$ cat config.mk
export PLATFORM = sky130hd
export DESIGN_NAME = capture_compare_pwm_control
export DESIGN_NICKNAME = d
export VERILOG_FILES = /design/src/pkg/ccp_pkg.sv /design/src/capture_compare_pwm_control.sv
export VERILOG_INCLUDE_DIRS = /design/src /design/src/pkg
export SDC_FILE = /design/constraint.sdc
export NUM_CORES = 1
export LEC_CHECK = 0
export BUFFER_PORTS_ARGS = -buffer_cell sky130_fd_sc_hd__buf_2
export CAP_MARGIN = 15
export CORE_MARGIN = 2
export CORE_UTILIZATION = 34
export CTS_BUF_LIST = sky130_fd_sc_hd__clkbuf_16
export DETAILED_ROUTE_END_ITERATION = 8
export GPL_TIMING_DRIVEN = 0
export PLACE_DENSITY = 0.65
export SLEW_MARGIN = 20
export SYNTH_ARGS = -nofsm -noshare
export SYNTH_HDL_FRONTEND = slang
export SYNTH_SLANG_ARGS = --single-unit
$ cat constraint.sdc
create_clock -name clk -period 11.5 [get_ports clk]
set_input_delay 1.15 -clock clk [delete_from_list [all_inputs] [get_ports clk]]
set_output_delay 1.15 -clock clk [all_outputs]
set_load 0.01 [all_outputs]
$ cat src/pkg/ccp_regs.svh
`ifndef CCP_REGS_SVH
`define CCP_REGS_SVH
// Register byte addresses on the bus
`define OFF_UNIT_CONTROL     32'h0000_0000
`define OFF_VALUE_LOW_BYTE   32'h0000_0004
`define OFF_VALUE_HIGH_BYTE  32'h0000_0008
`define OFF_CAPTURE_TRIGGER  32'h0000_000C
`define OFF_TIMEBASE_SEL_ONE 32'h0000_0010
// Control register fields
`define CTRL_EN_BIT  7
`define CTRL_OUT_BIT 5
`define CTRL_FMT_BIT 4
// Reset values
`define RST_BYTE     8'h00
`define RST_NIBBLE   4'h0
// Mode encodings
`define MODE_OFF          4'h0
`define MODE_TOGGLE_CLEAR 4'h1
`define MODE_TOGGLE       4'h2
`define MODE_CAP_BOTH     4'h3
`define MODE_CAP_FALL     4'h4
`define MODE_CAP_RISE     4'h5
`define MODE_CAP_RISE4    4'h6
`define MODE_CAP_RISE16   4'h7
`define MODE_CMP_SET      4'h8
`define MODE_CMP_CLEAR    4'h9
`define MODE_PULSE        4'hA
`define MODE_PULSE_CLEAR  4'hB
`define MODE_PWM_TOP      2'h3
// Capture prescale terminal counts
`define PRESCALE_4_LAST   4'h3
`define PRESCALE_16_LAST  4'hF
// Bus responses
`define RESP_OKAY   2'h0
`define RESP_SLVERR 2'h2
`endif

$ cat src/pkg/ccp_pkg.sv
package ccp_pkg;
	`include "ccp_regs.svh"
	typedef logic [7:0] byte_t;
	typedef logic [9:0] duty_t;
	typedef logic [3:0] mode_t;
endpackage

$ cat src/capture_compare_pwm_control.sv
// The register offsets and the AXI4-Lite slave port were left to the implementer.
`timescale 1ns/1ps
// Functional notes
// - PWM frequency derives from the system clock; no other clock is used.
// - Any reset returns every register to reset value and releases the pin.
// - The PWM output is offered to converters, generators, logic and pins.
// - Control bit 7 enables the unit; bit 6 reads zero.
// - Control bit 5 is read-only and shows the live output level.
// - Alignment bit 4 picks left (1) or right (0) duty alignment.
// - Mode field selects function; 11xx is PWM; 0000 off and resets state.
// - Mode 1011 pulses output and clears the 16-bit timer on match.
// - Mode 1010 gives one low-high-low pulse on match, timer keeps running.
// - Mode 1001 sets output on selection and clears it on match.
// - Mode 1000 sets output on selection and sets it on match.
// - Modes 0111 and 0110 capture every 16th and 4th rising edge.
// - Modes 0101, 0100, 0011 capture on rising, falling, either edge.
// - Mode 0010 toggles output on match, timer keeps running.
// - Mode 0001 toggles output and clears the timer on match.
// - Capture loads timer low and high bytes into the value registers.
// - Compare uses high:low value registers as the 16-bit match value.
// - Right aligned: low gives duty 7:0, high 1:0 gives duty 9:8.
// - Left aligned: high gives duty 9:2, low 7:6 gives duty 1:0.
// - Trigger select picks pin-change, logic cell, comparator or remap pin.
// - Each unit picks one of four period timers by a 2-bit field.
// - Timebase register packs fields for units 8, 7, 2, 1 from the top.
// - At period end the duty latches and output sets unless duty is zero.
// - Output clears when the 10-bit time base equals the latched duty.
// - Duty registers are double buffered, taking effect at period end.
module capture_compare_pwm_control import ccp_pkg::*; #(
	parameter int UNIT_SLOT = 0
) (
	input  wire logic        clk,
	input  wire logic        rst,
	input  wire logic [31:0] s_axi_awaddr,
	input  wire logic        s_axi_awvalid,
	output logic             s_axi_awready,
	input  wire logic [31:0] s_axi_wdata,
	input  wire logic [3:0]  s_axi_wstrb,
	input  wire logic        s_axi_wvalid,
	output logic             s_axi_wready,
	output logic [1:0]       s_axi_bresp,
	output logic             s_axi_bvalid,
	input  wire logic        s_axi_bready,
	input  wire logic [31:0] s_axi_araddr,
	input  wire logic        s_axi_arvalid,
	output logic             s_axi_arready,
	output logic [31:0]      s_axi_rdata,
	output logic [1:0]       s_axi_rresp,
	output logic             s_axi_rvalid,
	input  wire logic        s_axi_rready,
	input  wire logic [15:0] free_running_16bit_timer,
	output logic             timer_clear,
	input  wire logic [31:0] period_timer_count,
	input  wire logic [31:0] period_timer_value,
	input  wire logic [7:0]  period_timer_phase,
	input  wire logic        pin_change_event,
	input  wire logic [3:0]  logic_cell_output,
	input  wire logic [7:0]  comparator_synced_output,
	input  wire logic        pin_remap_select,
	output logic             unit_out,
	output logic             pin_oe_n
);
	import ccp_pkg::*;

	if (UNIT_SLOT < 0 || UNIT_SLOT > 3) begin
		$error("UNIT_SLOT must be 0 to 3");
	end

	////////////////////////////////////////////////////////////////////////
	// Register state
	logic        ctrl_en;
	logic        ctrl_fmt;
	mode_t       ctrl_mode;
	byte_t       value_low_byte;
	byte_t       value_high_byte;
	logic [3:0]  capture_trigger_select;
	byte_t       timebase_select_one;

	////////////////////////////////////////////////////////////////////////
	// Bus slave: one write and one read at a time
	logic [31:0] aw_addr_q;
	logic        aw_held;
	logic [31:0] w_data_q;
	logic        w_strb0_q;
	logic        w_held;
	wire         aw_take  = s_axi_awvalid && s_axi_awready;
	wire         w_take   = s_axi_wvalid && s_axi_wready;
	wire         do_write = aw_held && w_held && !s_axi_bvalid;
	wire         ar_take  = s_axi_arvalid && s_axi_arready;

	// Address decode for writes and reads
	wire wr_ctrl = aw_addr_q == `OFF_UNIT_CONTROL;
	wire wr_low  = aw_addr_q == `OFF_VALUE_LOW_BYTE;
	wire wr_high = aw_addr_q == `OFF_VALUE_HIGH_BYTE;
	wire wr_cap  = aw_addr_q == `OFF_CAPTURE_TRIGGER;
	wire wr_tsel = aw_addr_q == `OFF_TIMEBASE_SEL_ONE;
	wire wr_hit  = wr_ctrl || wr_low || wr_high || wr_cap || wr_tsel;
	wire wr_lane = do_write && w_strb0_q;
	wire rd_ctrl = s_axi_araddr == `OFF_UNIT_CONTROL;
	wire rd_low  = s_axi_araddr == `OFF_VALUE_LOW_BYTE;
	wire rd_high = s_axi_araddr == `OFF_VALUE_HIGH_BYTE;
	wire rd_cap  = s_axi_araddr == `OFF_CAPTURE_TRIGGER;
	wire rd_tsel = s_axi_araddr == `OFF_TIMEBASE_SEL_ONE;
	wire rd_hit  = rd_ctrl || rd_low || rd_high || rd_cap || rd_tsel;

	// Control readback: bit 6 unimplemented, bit 5 live output
	wire byte_t ctrl_rd = {ctrl_en, 1'b0, unit_out, ctrl_fmt, ctrl_mode};
	wire byte_t rd_byte = rd_ctrl ? ctrl_rd :
		rd_low  ? value_low_byte :
		rd_high ? value_high_byte :
		rd_cap  ? {4'h0, capture_trigger_select} :
		rd_tsel ? timebase_select_one : `RST_BYTE;

	// Write channels are held until both have arrived
	always_ff @(posedge clk or posedge rst) begin
		if (rst) begin
			aw_held       <= 1'b0;
			w_held        <= 1'b0;
			aw_addr_q     <= 32'h0000_0000;
			w_data_q      <= 32'h0000_0000;
			w_strb0_q     <= 1'b0;
			s_axi_awready <= 1'b1;
			s_axi_wready  <= 1'b1;
			s_axi_bvalid  <= 1'b0;
			s_axi_bresp   <= `RESP_OKAY;
		end else begin
			if (aw_take) begin
				aw_held       <= 1'b1;
				aw_addr_q     <= s_axi_awaddr;
				s_axi_awready <= 1'b0;
			end
			if (w_take) begin
				w_held       <= 1'b1;
				w_data_q     <= s_axi_wdata;
				w_strb0_q    <= s_axi_wstrb[0];
				s_axi_wready <= 1'b0;
			end
			if (do_write) begin
				aw_held      <= 1'b0;
				w_held       <= 1'b0;
				s_axi_bvalid <= 1'b1;
				s_axi_bresp  <= wr_hit ? `RESP_OKAY : `RESP_SLVERR;
			end
			if (s_axi_bvalid && s_axi_bready) begin
				s_axi_bvalid  <= 1'b0;
				s_axi_awready <= 1'b1;
				s_axi_wready  <= 1'b1;
			end
		end
	end

	// Read answers one cycle after the address is taken
	always_ff @(posedge clk or posedge rst) begin
		if (rst) begin
			s_axi_arready <= 1'b1;
			s_axi_rvalid  <= 1'b0;
			s_axi_rdata   <= 32'h0000_0000;
			s_axi_rresp   <= `RESP_OKAY;
		end else if (ar_take) begin
			s_axi_arready <= 1'b0;
			s_axi_rvalid  <= 1'b1;
			s_axi_rdata   <= {24'h00_0000, rd_byte};
			s_axi_rresp   <= rd_hit ? `RESP_OKAY : `RESP_SLVERR;
		end else if (s_axi_rvalid && s_axi_rready) begin
			s_axi_rvalid  <= 1'b0;
			s_axi_arready <= 1'b1;
		end
	end

	////////////////////////////////////////////////////////////////////////
	// Trigger selection and synchroniser
	logic        trig_meta;
	logic        trig_sync;
	logic        trig_q;
	// Codes 14 and 15 select nothing and read as a steady low
	wire [15:0]  trig_vec = {2'b00, pin_change_event, logic_cell_output,
		comparator_synced_output, pin_remap_select};
	wire         trig_raw  = trig_vec[capture_trigger_select];
	wire         trig_rise = trig_sync && !trig_q;
	wire         trig_fall = !trig_sync && trig_q;

	// Two flops before any edge detection
	always_ff @(posedge clk or posedge rst) begin
		if (rst) begin
			trig_meta <= 1'b0;
			trig_sync <= 1'b0;
			trig_q    <= 1'b0;
		end else begin
			trig_meta <= trig_raw;
			trig_sync <= trig_meta;
			trig_q    <= trig_sync;
		end
	end

	////////////////////////////////////////////////////////////////////////
	// Mode decode
	wire        active    = ctrl_en && (ctrl_mode != `MODE_OFF);
	wire        is_pwm    = ctrl_mode[3:2] == `MODE_PWM_TOP;
	wire [15:0] cmp_value = {value_high_byte, value_low_byte};
	logic       match_seen;
	mode_t      mode_q;
	// Act once per match so a slow timer does not retrigger every clock
	wire        match_now  = free_running_16bit_timer == cmp_value;
	wire        match_edge = active && match_now && !match_seen;
	wire        entered    = mode_q != ctrl_mode;

	////////////////////////////////////////////////////////////////////////
	// Capture event selection and prescale
	logic [3:0] prescale;
	wire        ps_last4  = prescale == `PRESCALE_4_LAST;
	wire        ps_last16 = prescale == `PRESCALE_16_LAST;
	logic       cap_event;
	always_comb begin
		cap_event = 1'b0;
		if (active) begin
			case (ctrl_mode)
				`MODE_CAP_RISE16: cap_event = trig_rise && ps_last16;
				`MODE_CAP_RISE4:  cap_event = trig_rise && ps_last4;
				`MODE_CAP_RISE:   cap_event = trig_rise;
				`MODE_CAP_FALL:   cap_event = trig_fall;
				`MODE_CAP_BOTH:   cap_event = trig_rise || trig_fall;
				default:          cap_event = 1'b0;
			endcase
		end
	end

	// Prescale counts rising edges; restarts when the mode changes
	always_ff @(posedge clk or posedge rst) begin
		if (rst) begin
			prescale <= `RST_NIBBLE;
		end else if (!active || entered) begin
			prescale <= `RST_NIBBLE;
		end else if (trig_rise) begin
			prescale <= (ctrl_mode == `MODE_CAP_RISE4 && ps_last4) ? `RST_NIBBLE
				: prescale + 4'h1;
		end
	end

	////////////////////////////////////////////////////////////////////////
	// Pulse-width path
	localparam int SEL_LSB = 2 * UNIT_SLOT;
	// Field 11 picks the first timer, so the index is the inverted field
	wire [1:0]  tb_field = timebase_select_one[SEL_LSB +: 2];
	wire [1:0]  tb_idx   = ~tb_field;
	wire byte_t pt_count = period_timer_count[8*tb_idx +: 8];
	wire byte_t pt_value = period_timer_value[8*tb_idx +: 8];
	wire [1:0]  pt_phase = period_timer_phase[2*tb_idx +: 2];
	wire duty_t tb10     = {pt_count, pt_phase};
	wire duty_t duty_reg = ctrl_fmt ? {value_high_byte, value_low_byte[7:6]}
		: {value_high_byte[1:0], value_low_byte};
	byte_t      pt_prev;
	duty_t      duty_latch;
	// Next increment after count equalled period marks the boundary
	wire        boundary = (pt_prev == pt_value) && (pt_count != pt_prev);

	// Duty latch is the second buffer behind the value registers
	always_ff @(posedge clk or posedge rst) begin
		if (rst) begin
			pt_prev    <= `RST_BYTE;
			duty_latch <= 10'h000;
		end else begin
			pt_prev <= pt_count;
			if (!active) begin
				duty_latch <= 10'h000;
			end else if (is_pwm && boundary) begin
				duty_latch <= duty_reg;
			end
		end
	end

	////////////////////////////////////////////////////////////////////////
	// Output level for every mode
	logic next_out;
	always_comb begin
		next_out = unit_out;
		if (!active) begin
			next_out = 1'b0;
		end else if (is_pwm) begin
			if (boundary) begin
				next_out = duty_reg != 10'h000;
			end else if (tb10 == duty_latch) begin
				next_out = 1'b0;
			end
		end else begin
			case (ctrl_mode)
				`MODE_CMP_SET: next_out = entered || match_edge || unit_out;
				`MODE_CMP_CLEAR: next_out = entered || (unit_out && !match_edge);
				`MODE_PULSE, `MODE_PULSE_CLEAR: next_out = match_edge;
				`MODE_TOGGLE, `MODE_TOGGLE_CLEAR: next_out = unit_out ^ match_edge;
				default: next_out = 1'b0;
			endcase
		end
	end
	wire next_clear = match_edge && (ctrl_mode == `MODE_PULSE_CLEAR ||
		ctrl_mode == `MODE_TOGGLE_CLEAR);

	// Registered outputs; unit_out feeds every internal consumer and pin
	always_ff @(posedge clk or posedge rst) begin
		if (rst) begin
			unit_out    <= 1'b0;
			timer_clear <= 1'b0;
			pin_oe_n    <= 1'b1;
			match_seen  <= 1'b0;
			mode_q      <= `MODE_OFF;
		end else begin
			unit_out    <= next_out;
			timer_clear <= next_clear;
			pin_oe_n    <= !active;
			match_seen  <= active && match_now;
			// Off reads as no mode, so enabling a set-on-select mode is an entry too
			mode_q      <= active ? ctrl_mode : `MODE_OFF;
		end
	end

	////////////////////////////////////////////////////////////////////////
	// Software registers; a capture beats a same-cycle software write
	always_ff @(posedge clk or posedge rst) begin
		if (rst) begin
			ctrl_en                <= 1'b0;
			ctrl_fmt               <= 1'b0;
			ctrl_mode              <= `MODE_OFF;
			value_low_byte         <= `RST_BYTE;
			value_high_byte        <= `RST_BYTE;
			capture_trigger_select <= `RST_NIBBLE;
			timebase_select_one    <= `RST_BYTE;
		end else begin
			if (wr_lane && wr_ctrl) begin
				ctrl_en   <= w_data_q[`CTRL_EN_BIT];
				ctrl_fmt  <= w_data_q[`CTRL_FMT_BIT];
				ctrl_mode <= w_data_q[3:0];
			end
			if (wr_lane && wr_cap) begin
				capture_trigger_select <= w_data_q[3:0];
			end
			if (wr_lane && wr_tsel) begin
				timebase_select_one <= w_data_q[7:0];
			end
			if (cap_event) begin
				value_low_byte  <= free_running_16bit_timer[7:0];
				value_high_byte <= free_running_16bit_timer[15:8];
			end else begin
				if (wr_lane && wr_low) begin
					value_low_byte <= w_data_q[7:0];
				end
				if (wr_lane && wr_high) begin
					value_high_byte <= w_data_q[7:0];
				end
			end
		end
	end
endmodule

### Yosys cells after proc, flatten, opt, wreduce, memory -nomap -nowiden

Index checks and enable logic that the tools add are counted.

| cells by class | value |
|---|---|
| add/sub/neg operators | 1 |
| divide/modulo/power cells | 0 |
| multiply operators | 0 |
| shifts and indexed selects | 3 |
| equal/unequal tests | 29 |
| bitwise gates (word level) | 2 |
| mux-type cells | 41 |
| order comparisons | 1 |
| reductions and logical operators | 60 |

Operators by type and width:

| cell | number |
|---|---|
| $eq 32x4->1 const B | 4 |
| $mux 8 | 9 |
| $eq 32x3->1 const B | 2 |
| $eq 32x5->1 const B | 2 |
| $logic_not 32->1 | 2 |
| $shiftx 32x6->8 | 2 |
| $mux 10 | 3 |
| $logic_and 1x1->1 | 25 |
| $eq 4x4->1 const B | 5 |
| $mux 1 | 20 |
| $reduce_bool 2->1 | 9 |
| $eq 16x16->1 | 1 |
| $eq 4x3->1 const B | 4 |
| $mux 4 | 4 |
| $logic_or 1x1->1 | 14 |
| $eq 4x2->1 const B | 3 |
| $eq 10x10->1 | 1 |
| $reduce_bool 10->1 | 1 |
| $eq 8x8->1 | 1 |
| $ne 8x8->1 | 1 |
| $shiftx 8x4->2 | 1 |
| $logic_not 1->1 | 6 |
| $lt 4x5->1 const B | 1 |
| $pmux 1 s5 | 1 |
| other kinds (13) | 15 |

| storage, ports and cells | value |
|---|---|
| output and inout bits | 44 |
| memory bits (writable) | 0 |
| memories kept | 0 |
| input port bits | 209 |
| bits in read-only memories | 0 |
| latch bits | 0 |
| word-level logic and storage cells | 168 |
| register bits after elaboration | 127 |

### Longest topological paths before layout

Gate-level depths: netlist of run 1.

| logic depth | value |
|---|---|
| word-level depth | 10 |
| gate-level depth with buffers | 10 |
| depth with buffers taken out | 10 |

### Worst setup path before layout of run 1

OpenSTA, ideal clock, no wires.

| path | value |
|---|---|
| path kind | input to register |
| start point | input period_timer_count[2] |
| end point | register duty_latch[0] |
| arrival | 2.748 ns |
| setup slack | 8.616 ns |
| buffers on the path | 1 |
| setup time | 0.136 ns |
| data required time | 11.364 ns |
| stages | 7 |
| path through | mux4_2 xnor2_1 nand2_1 or4_4 buf_6 a31oi_1 nor3_1 |

| on the way | value |
|---|---|
| longest elaborated chain between the ends | 5 |

Ends and longest elaborated chain:

| what | line | source |
|---|---|---|
| start, declared | capture_compare_pwm_control.sv:53 | `input wire logic [31:0] period_timer_count,` |
| $shiftx 32x6->8 | capture_compare_pwm_control.sv:245 | `wire byte_t pt_count = period_timer_count[8*tb_idx +: 8];` |
| $ne 8x8->1 | capture_compare_pwm_control.sv:254 | `wire boundary = (pt_prev == pt_value) && (pt_count != pt_prev);` |
| $logic_and 1x1->1 | capture_compare_pwm_control.sv:254 |  |
| $logic_and 1x1->1 | capture_compare_pwm_control.sv:265 | `end else if (is_pwm && boundary) begin` |
| $ne 2x1->1 (no source line) | n/a |  |
| end signal, assigned | capture_compare_pwm_control.sv:266 | `duty_latch <= duty_reg;` |
| end, declared | capture_compare_pwm_control.sv:252 | `duty_t duty_latch;` |

Every way passes these cells.
A chain may end at the register's enable or synchronous reset.

### Worst setup path after layout of run 1

| path | value |
|---|---|
| start point | input free_running_16bit_timer[15] |
| end point | register unit_out |

| on the way | value |
|---|---|
| longest elaborated chain between the ends | 9 |
| elaborated cells between the ends (all ways) | 12 |
| classes of those cells | 1 x eq/ne; 3 x mux; 1 x bitwise; 7 x reduce/logical |

Ends and longest elaborated chain:

| what | line | source |
|---|---|---|
| start, declared | capture_compare_pwm_control.sv:51 | `input wire logic [15:0] free_running_16bit_timer,` |
| $eq 16x16->1 (*) | capture_compare_pwm_control.sv:203 | `wire match_now = free_running_16bit_timer == cmp_value;` |
| $logic_and 1x1->1 (*) (2 in a row) | capture_compare_pwm_control.sv:204 | `wire match_edge = active && match_now && !match_seen;` |
| $logic_not 1->1 | capture_compare_pwm_control.sv:287 | `` `MODE_CMP_CLEAR: next_out = entered \|\| (unit_out && !match_edge); `` |
| $logic_and 1x1->1 | capture_compare_pwm_control.sv:287 |  |
| $logic_or 1x1->1 | capture_compare_pwm_control.sv:287 |  |
| $pmux 1 s4 (*) | capture_compare_pwm_control.sv:285 | `case (ctrl_mode)` |
| $mux 1 (*) | capture_compare_pwm_control.sv:278 | `end else if (is_pwm) begin` |
| $mux 1 (*) | capture_compare_pwm_control.sv:276 | `if (!active) begin` |
| end signal, assigned | capture_compare_pwm_control.sv:306 | `unit_out <= next_out;` |
| end, declared | capture_compare_pwm_control.sv:60 | `output logic unit_out,` |

Every way passes the cells marked *; elsewhere a longest branch is shown, timed or not.

==> metrics.json, run 1 <==
{
  "status": {"value": "finished, final reports clean"},
  "worst_hold_path.num_cells": {"value": 0},
  "clk_path_buf_depth": {"value": 2},
  "grt_setup_unrepaired": {"value": "no"},
  "clock_tree_from_tritoncts": {"value": "built"},
  "clock-sinks": {"value": 125},
  "crit-reg2reg-capture": {"value": "duty_latch[0]"},
  "clk_pin_slew_worst_paths": {"value": 0.05, "unit": "ns"},
  "finalWorstSetupSlack": {"value": 8.48, "unit": "ns"},
  "min-delay-start": {"value": "trig_meta"},
  "timing.hold.worst.class": {"value": "reg2reg"},
  "floorplan.die.height": {"value": 147, "unit": "um"},
  "maxSlewHeadroom": {"value": 57.5, "unit": "%"},
  "worst_r2r_path_depth": {"value": 9},
  "fp.dieW": {"value": 147, "unit": "um"},
  "post_synth.cell_area_avg": {"value": 11.8, "unit": "um^2"},
  "r2r-start": {"value": "timebase_select_one[1]"},
  "netlist-cell-type-count": {"value": 50},
  "timing.clock.skew": {"value": 0.0147, "unit": "ns"},
  "critical_path.endpoint_type": {"value": "flip-flop"},
  "avgRoutedWirePerCell": {"value": 16.2, "unit": "um"},
  "hpwl": {"value": 13900, "unit": "um"},
  "synth-warning-count": {"value": 0},
  "vias_in_the_first_global_route": {"value": 5471},
  "root_buffer": {"value": "sky130_fd_sc_hd__clkbuf_16"},
  "yosys_register_bits": {"value": 125},
  "placeableCoreArea": {"value": 20100, "unit": "um^2"},
  "syn_inst": {"value": 588},
  "final-setup-viol-count": {"value": 0},
  "leakagePower": {"value": 4.09, "unit": "nW"},
  "dr.first_iter.drc_count": {"value": 220},
  "syn_area": {"value": 6920, "unit": "um^2"},
  "drive_above_1_share": {"value": 46.7, "unit": "%"},
  "synth_seq_area_share": {"value": 45.3, "unit": "%"},
  "pre_cts_ws": {"value": 8.07, "unit": "ns"},
  "cts_resized": {"value": 0},
  "drv.max_cap_violation_count": {"value": 0},
  "slew_viol_final": {"value": 0},
  "finalHoldViolations": {"value": 0},
  "number_of_top_level_pins": {"value": 253},
  "io_buffer_count": {"value": 198},
  "cts-hold-fix-buffers": {"value": 0},
  "die_area": {"value": 21500, "unit": "um^2"},
  "critPathRequiredTime": {"value": 11.84, "unit": "ns"},
  "flow.area_growth_from_synthesis": {"value": 29.9, "unit": "%"},
  "r2r_setup_slack": {"value": 8.49, "unit": "ns"},
  "global_route_wire_length_before_repair": {"value": 28800, "unit": "um"},
  "post_cts.repair.setup_buffers": {"value": 0},
  "clk-insertion-delay-late": {"value": 0.43, "unit": "ns"},
  "antenna_found_initial": {"value": 3},
  "initial_utilization": {"value": 34.4, "unit": "%"},
  "final_antenna_net_count": {"value": 0},
  "clock.fmax": {"value": 331, "unit": "MHz"},
  "cp_max_fo": {"value": 3},
  "pwr_density": {"value": 154, "unit": "nW/um^2"},
  "critical_path_class": {"value": "in2reg"},
  "tightest_pin_transition": {"value": 0.632, "unit": "ns"},
  "ys.flop_type": {"value": "sky130_fd_sc_hd__dfrtp_1"},
  "vias_per_std_cell": {"value": 4.87},
  "routed_via_count": {"value": 5435},
  "drt_first_pass_iters": {"value": 4},
  "finalNetCount": {"value": 1044},
  "grt_start_max_net_pins": {"value": 102},
  "synth_edf_count": {"value": 0},
  "grt_use_total": {"value": 17.3, "unit": "%"},
  "global_route.overflow_total": {"value": 0},
  "timing.final.crit_share": {"value": 26.3, "unit": "%"},
  "cts-buffers-inserted": {"value": 17},
  "place.gp.congestion": {"value": 0.844},
  "num_rows": {"value": 52},
  "worst-endpoint-arrival": {"value": 3.36, "unit": "ns"},
  "min_period": {"value": 3.02, "unit": "ns"},
  "async_flop_share": {"value": 100, "unit": "%"},
  "cts_htree_levels": {"value": 4},
  "timing.critical_path.from_type": {"value": "input pin"},
  "irDropWorstVdd": {"value": 112, "unit": "uV"},
  "timing.hold.worst_endpoint": {"value": "trig_sync"},
  "routed_wl": {"value": 18100, "unit": "um"},
  "totalNegativeSetupSlack": {"value": 0, "unit": "ns"},
  "drc": {"value": 0}
}
how the worst max path moves through the flow:
stage | from | endpoint | slack (ns) | cells after the start
after floorplan | rst | aw_addr_q[0] | 7.03 | 1
after global placement | rst | pt_prev[7] | 5.40 | 2
after detailed placement | free_running_16bit_timer[15] | unit_out | 8.07 | 10
after CTS | timebase_select_one[1] | duty_latch[0] | 8.47 | 9
after global routing | timebase_select_one[1] | duty_latch[0] | 8.26 | 9
final | free_running_16bit_timer[15] | unit_out | 8.48 | 10
synth_stat cells, types with 2 or more instances:
master | number | share of area, %
sky130_fd_sc_hd__a211oi_1 | 2 | 0.22
sky130_fd_sc_hd__a21boi_0 | 2 | 0.22
sky130_fd_sc_hd__a21oi_1 | 10 | 0.72
sky130_fd_sc_hd__a22oi_1 | 5 | 0.54
sky130_fd_sc_hd__a31oi_1 | 10 | 0.90
sky130_fd_sc_hd__and2_1 | 6 | 0.54
sky130_fd_sc_hd__buf_1 | 3 | 0.16
sky130_fd_sc_hd__buf_2 | 7 | 0.51
sky130_fd_sc_hd__buf_4 | 26 | 2.8
sky130_fd_sc_hd__buf_6 | 3 | 0.49
sky130_fd_sc_hd__clkbuf_1 | 18 | 0.98
sky130_fd_sc_hd__dfrtp_1 | 121 | 44
sky130_fd_sc_hd__dfstp_2 | 4 | 1.5
sky130_fd_sc_hd__ha_1 | 4 | 0.72
sky130_fd_sc_hd__inv_1 | 14 | 0.76
sky130_fd_sc_hd__mux2_2 | 100 | 16
sky130_fd_sc_hd__mux2i_1 | 12 | 1.7
sky130_fd_sc_hd__mux4_2 | 22 | 7.2
sky130_fd_sc_hd__nand2_1 | 32 | 1.7
sky130_fd_sc_hd__nand2b_1 | 2 | 0.18
sky130_fd_sc_hd__nand3_1 | 6 | 0.43
sky130_fd_sc_hd__nand3b_1 | 2 | 0.22
sky130_fd_sc_hd__nand4_1 | 8 | 0.72
sky130_fd_sc_hd__nand4bb_1 | 2 | 0.33
sky130_fd_sc_hd__nor2_1 | 15 | 0.81
sky130_fd_sc_hd__nor2b_1 | 4 | 0.36
sky130_fd_sc_hd__nor3_1 | 14 | 1.0
sky130_fd_sc_hd__nor4_1 | 33 | 3.0
sky130_fd_sc_hd__o211ai_1 | 2 | 0.22
sky130_fd_sc_hd__o21ai_0 | 22 | 1.6
sky130_fd_sc_hd__o22ai_1 | 3 | 0.27
sky130_fd_sc_hd__o31ai_1 | 4 | 0.43
sky130_fd_sc_hd__or2_2 | 2 | 0.18
sky130_fd_sc_hd__or3_1 | 3 | 0.27
sky130_fd_sc_hd__or4_1 | 4 | 0.43
sky130_fd_sc_hd__xnor2_1 | 18 | 2.3
sky130_fd_sc_hd__xor2_1 | 30 | 3.8
flip-flops by register name, indices dropped and copies added, names as in the netlist, 8 cells and up:
register,count
aw_addr_q,32
duty_latch,10
pt_prev,8
s_axi_rdata,8
timebase_select_one,8
value_high_byte,8
value_low_byte,8
w_data_q,8
through the flow:
step           power [mW]  hold slack, ns  std cells  instance area (um^2)  util [%]
3_3_place_gp        0.830           0.382       1081                  8340      41.5
6_report             1.38           0.368       1117                  8990      44.7
5_1_grt              1.46           0.393       1114                  8980      44.7
4_1_cts              1.40           0.382       1114                  8980      44.7
3_5_place_dp        0.842           0.377       1082                  8380      41.7
2_1_floorplan       0.743           0.331        613                  7010         -
power by group:
group	total, mW	switching (mW)	internal [mW]
sequential	0.608	0.0763	0.532
combinational	0.222	0.0890	0.133
clock	0.551	0.194	0.357
placed cells by master (no fill, tap or decap), drive strengths merged, types with 2 or more instances in the layout:
| master | synthesis | layout |
|---|---|---|
| inv | 14 | 15 |
| dfrtp | 121 | 121 |
| nand2 | 32 | 32 |
| o22ai | 3 | 3 |
| conb | 1 | 26 |
| nor4 | 33 | 33 |
| bufinv | 0 | 4 |
| and2 | 6 | 6 |
| xnor2 | 19 | 19 |
| clkinvlp | 0 | 4 |
| nand4bb | 2 | 2 |
| nand3 | 6 | 6 |
| a21boi | 2 | 2 |
| nor2 | 15 | 15 |
| a21oi | 10 | 10 |
| clkinv | 0 | 6 |
| a31oi | 10 | 10 |
| or3 | 3 | 3 |
| nand3b | 2 | 2 |
| nand4 | 8 | 8 |
| mux2 | 100 | 100 |
| nor2b | 4 | 4 |
| a211oi | 2 | 2 |
| diode | 0 | 3 |
| dfstp | 4 | 4 |
| o211ai | 2 | 2 |
| buf | 39 | 238 |
| mux4 | 22 | 22 |
| nand2b | 2 | 2 |
| or4 | 5 | 5 |
| o31ai | 4 | 4 |
| xor2 | 30 | 30 |
| nor3 | 14 | 14 |
| clkbuf | 18 | 35 |
| ha | 4 | 4 |
| mux2i | 12 | 12 |
| a22oi | 5 | 5 |
| or2 | 3 | 3 |
| o21ai | 22 | 22 |
routing by layer:
layer	global-route usage (%)	part of all wire [%]	up-vias
li1	-	-	2608
met1	21.8	43	2632
met2	28.3	48	174
met3	5.81	7.5	19
met4	5.10	1.1	2
met5	0	0.061	-
critical path: stages:
cell and delay (ns):
sky130_fd_sc_hd__buf_2 0.13, sky130_fd_sc_hd__xor2_1 0.14, sky130_fd_sc_hd__nor4_1 0.50, sky130_fd_sc_hd__nand2_1 0.16, sky130_fd_sc_hd__or3_1 0.41, sky130_fd_sc_hd__ha_1 0.28
sky130_fd_sc_hd__nor3_1 0.17, sky130_fd_sc_hd__a21oi_1 0.07, sky130_fd_sc_hd__a211o_1 0.28, sky130_fd_sc_hd__o211ai_1 0.08
logic make-up (layout without fill, tap and decap cells):
logic type / after synthesis / after routing / share of synthesized area [%]
AO/OA/AOI/OAI: 65 / 65 / 5.79
XOR/XNOR: 49 / 49 / 6.31
adder cells (fa/ha/maj): 4 / 4 / 0.723
buffers and inverters: 71 / 302 / 5.71
flip-flops: 125 / 125 / 45.3
multiplexers: 134 / 134 / 25.2
other: 1 / 29 / 0.0542
AND/OR/NAND/NOR: 139 / 139 / 11.0
final cells by class:
class	count	area [um^2]
fillers	1896	11100
multi-input cells	417	3490
clock buffers	17	425
flip-flops and latches	125	3130
inverters	14	60.1
repair buffers	199	1020
diodes	3	7.51
plain buffers	57	343
clock inverters	15	179
well taps	270	338
Power figures use the tool's default switching activity.
==> run 2: changes to the inputs <==
==> constraint.sdc (replaced) <==
create_clock -name clk -period 2.95 [get_ports clk]
set_input_delay 0.295 -clock clk [delete_from_list [all_inputs] [get_ports clk]]
set_output_delay 0.295 -clock clk [all_outputs]
set_load 0.01 [all_outputs]
==> run 2 against run 1 <==
Compared with the run above:
- utilization grew 0.56 points
- die area unchanged
- via count is 0.28% higher
- power rose to 4.0 times the previous value
- flip-flop and latch count did not move
- worst setup slack lost 8.3 ns
- sequential power grew to 3.9 times the previous value
- design area rose by 1.3%
- non-clock buffer count grew 3
- critical path type is now reg2reg
==> metrics.json, run 2 (same netlist as run 1, synthesis figures left out) <==
{
  "mostFrequentLayoutCell": {"value": "sky130_fd_sc_hd__buf_2"},
  "root_buffer": {"value": "sky130_fd_sc_hd__clkbuf_16"},
  "timing.hold.worst.class": {"value": "in2reg"},
  "regMostFlops": {"value": "aw_addr_q"},
  "grt_setup_unrepaired": {"value": "yes"},
  "pwr-share-seq": {"value": 42.7, "unit": "%", "change": "-1.3 points"},
  "largest_register_ff_count": {"value": 32, "change": "unchanged"},
  "clk_path_buf_depth": {"value": 2, "change": "unchanged"},
  "placeableCoreArea": {"value": 20100, "unit": "um^2", "change": "unchanged"},
  "routed_via_count": {"value": 5450, "change": "+0.28%"},
  "largestRegisters": {"value": "aw_addr_q x32, duty_latch x10"},
  "vias_per_std_cell": {"value": 4.86, "change": "about the same"},
  "layout.filler_cells": {"value": 1878, "change": "-0.95%"},
  "hpwl": {"value": 14100, "unit": "um", "change": "+1.2%"},
  "drc": {"value": 0, "change": "unchanged"},
  "finalNetCount": {"value": 1047, "change": "+0.29%"},
  "slew_viol_final": {"value": 0, "change": "unchanged"},
  "floorplan.die.height": {"value": 147, "unit": "um", "change": "unchanged"},
  "grt_start_max_net_pins": {"value": 34, "change": "-67%"},
  "post_route_utilization": {"value": 45.3, "unit": "%", "change": "+0.56 points"},
  "final-setup-viol-count": {"value": 0, "change": "unchanged"},
  "dr.first_iter.drc_count": {"value": 245, "change": "+11%"},
  "total_power": {"value": 5.58, "unit": "mW", "change": "+300%"},
  "cts_htree_levels": {"value": 4, "change": "unchanged"},
  "postPlaceCellArea": {"value": 8430, "unit": "um^2", "change": "+0.58%"},
  "finalWorstSetupSlack": {"value": 0.214, "unit": "ns", "change": "-8.26 ns"},
  "drv.max_cap_violation_count": {"value": 0, "change": "unchanged"},
  "number_of_top_level_pins": {"value": 253, "change": "unchanged"},
  "antenna_found_initial": {"value": 5, "change": "+2"},
  "fp.dieW": {"value": 147, "unit": "um", "change": "unchanged"},
  "power_frac_clock": {"value": 41.8, "unit": "%", "change": "+1.9 points"},
  "r2r_setup_slack": {"value": 0.21, "unit": "ns", "change": "-8.28 ns"},
  "critical_path.endpoint_type": {"value": "flip-flop"},
  "int_pwr": {"value": 4.17, "unit": "mW", "change": "+310%"},
  "pwr_density": {"value": 612, "unit": "nW/um^2", "change": "+300%"},
  "irDropWorstVdd": {"value": 432, "unit": "uV", "change": "+280%"},
  "vias_in_the_first_global_route": {"value": 5521, "change": "+0.91%"},
  "timing.critical_path.from_type": {"value": "flip-flop"},
  "clk_pin_slew_worst_paths": {"value": 0.06, "unit": "ns", "change": "about the same"},
  "place.gp.congestion": {"value": 0.855, "change": "+1.3%"},
  "share_comb_of_total_power": {"value": 15.5, "unit": "%", "change": "-0.6 points"},
  "maxSlewHeadroom": {"value": 56.3, "unit": "%", "change": "-1.2 points"},
  "clock_tree_from_tritoncts": {"value": "built"},
  "global_route.overflow_total": {"value": 0, "change": "unchanged"},
  "cts-buffers-inserted": {"value": 17, "change": "unchanged"},
  "cp_max_fo": {"value": 10, "change": "+7"},
  "drt_first_pass_iters": {"value": 4, "change": "unchanged"},
  "total_switching_power": {"value": 1.41, "unit": "mW", "change": "+290%"},
  "timing.clock.skew": {"value": 0.00796, "unit": "ns", "change": "-0.00673 ns"},
  "flow.area_growth_from_synthesis": {"value": 31.5, "unit": "%"},
  "clock.fmax": {"value": 365, "unit": "MHz"},
  "final_antenna_net_count": {"value": 0, "change": "unchanged"},
  "leakagePower": {"value": 4.15, "unit": "nW", "change": "+1.5%"},
  "critical_path_class": {"value": "reg2reg"},
  "pre_cts_ws": {"value": -0.0349, "unit": "ns", "change": "-8.11 ns"},
  "avgRoutedWirePerCell": {"value": 16.1, "unit": "um", "change": "-0.33%"},
  "grt_use_total": {"value": 17.2, "unit": "%", "change": "-0.052 points"},
  "most-common-layout-cells": {"value": "205 x sky130_fd_sc_hd__buf_2, 120 x sky130_fd_sc_hd__dfrtp_1, 100 x sky130_fd_sc_hd__mux2_2"},
  "clk-insertion-delay-late": {"value": 0.42, "unit": "ns", "change": "about the same"},
  "timing.final.crit_share": {"value": 92.7, "unit": "%"},
  "clock-sinks": {"value": 125, "change": "unchanged"},
  "tightest_pin_transition": {"value": 0.649, "unit": "ns", "change": "+0.0174 ns"},
  "worst-endpoint-arrival": {"value": 3.02, "unit": "ns", "change": "-0.34 ns"},
  "status": {"value": "finished, final reports clean"},
  "critPathRequiredTime": {"value": 3.23, "unit": "ns", "change": "-8.61 ns"},
  "num_rows": {"value": 52, "change": "unchanged"},
  "die_area": {"value": 21500, "unit": "um^2", "change": "unchanged"},
  "io_buffer_count": {"value": 198, "change": "unchanged"},
  "min_period": {"value": 2.74, "unit": "ns"},
  "layout.cell_area.non_filler": {"value": 9100, "unit": "um^2", "change": "+1.3%"},
  "global_route_wire_length_before_repair": {"value": 28600, "unit": "um", "change": "-0.50%"},
  "finalHoldViolations": {"value": 0, "change": "unchanged"},
  "drive_above_1_share": {"value": 47.1, "unit": "%", "change": "+0.42 points"},
  "initial_utilization": {"value": 34.4, "unit": "%", "change": "unchanged"},
  "power.switching_fraction": {"value": 25.3, "unit": "%", "change": "-0.75 points"},
  "routed_wl": {"value": 18100, "unit": "um", "change": "about the same"}
}
==> run 2: what timing repair did <==
| item | in CTS | in global routing |
|---|---|---|
| endpoints found under the setup margin | 3 | 6 |
| hold endpoints to repair | 5 | 0 |
| hold buffers | 1 | 0 |
| resized for setup | 0 | 2 |
| buffers inserted | 0 | 0 |
==> run 2: per-layer routing <==
metal  up-vias  track usage [%]  wire length [um]
met5         -                0                13
met4         2             6.02               384
li1       2611                -                 -
met1      2623             21.2              7780
met3        29             6.09              1310
met2       185             28.1              8580
==> run 2: through the flow <==
step	setup TNS (ns)	hold slack [ns]	cells
after detailed placement	-0.0519	0.252	1085
final	0	0.0360	1121
after CTS	0	0.0190	1117
after global routing	-0.0697	0.0235	1118
after global placement	0	0.339	1081
after floorplan	0	0.331	613
==> run 2: final cells by class <==
cell class / instances / area (um^2) / area share, %
Antenna cell: 4 / 10.0 / 0.110
Buffer: 56 / 339 / 3.73
Clock buffer: 17 / 425 / 4.67
Clock inverter: 15 / 226 / 2.49
Inverter: 14 / 56.3 / 0.619
Multi-Input combinational cell: 417 / 3490 / 38.4
Sequential cell: 125 / 3130 / 34.4
Tap cell: 270 / 338 / 3.71
Timing Repair Buffer: 203 / 1080 / 11.9
==> run 2: path summary, 6_finish.rpt <==
| path | start | end | depth (start not counted) |
|---|---|---|---|
| setup / recovery | timebase_select_one[0] | duty_latch[0] | 9 |
| hold / removal | s_axi_arvalid | s_axi_arready | 2 |
| max in group asynchronous | rst | pin_oe_n | 6 |
| hold reg to reg | trig_meta | trig_sync | 0 |
| setup reg to reg | timebase_select_one[0] | duty_latch[0] | 9 |
| min in group asynchronous | rst | s_axi_rvalid | 3 |
==> run 2: power groups by stage <==
| stage | clock [mW] | sequential, mW | combinational [mW] |
|---|---|---|---|
| 4_1_cts | 2.38 | 2.38 | 0.878 |
| 3_5_place_dp | 0 | 2.41 | 0.874 |
| 5_1_grt | 2.45 | 2.43 | 0.972 |
| 6_report | 2.33 | 2.38 | 0.866 |
| 3_3_place_gp | 0 | 2.40 | 0.835 |
| 2_1_floorplan | 0 | 2.29 | 0.602 |
==> run 2: worst max-delay path, stage by stage (launching register included) <==
cell                       delay, ns
sky130_fd_sc_hd__dfrtp_1        0.39
sky130_fd_sc_hd__buf_6          0.20
sky130_fd_sc_hd__buf_6          0.21
sky130_fd_sc_hd__mux4_2         0.55
sky130_fd_sc_hd__xnor2_1        0.17
sky130_fd_sc_hd__nand4_1        0.16
sky130_fd_sc_hd__or2_1          0.27
sky130_fd_sc_hd__clkbuf_1       0.24
sky130_fd_sc_hd__nor4_2         0.34
sky130_fd_sc_hd__nor3_1         0.08
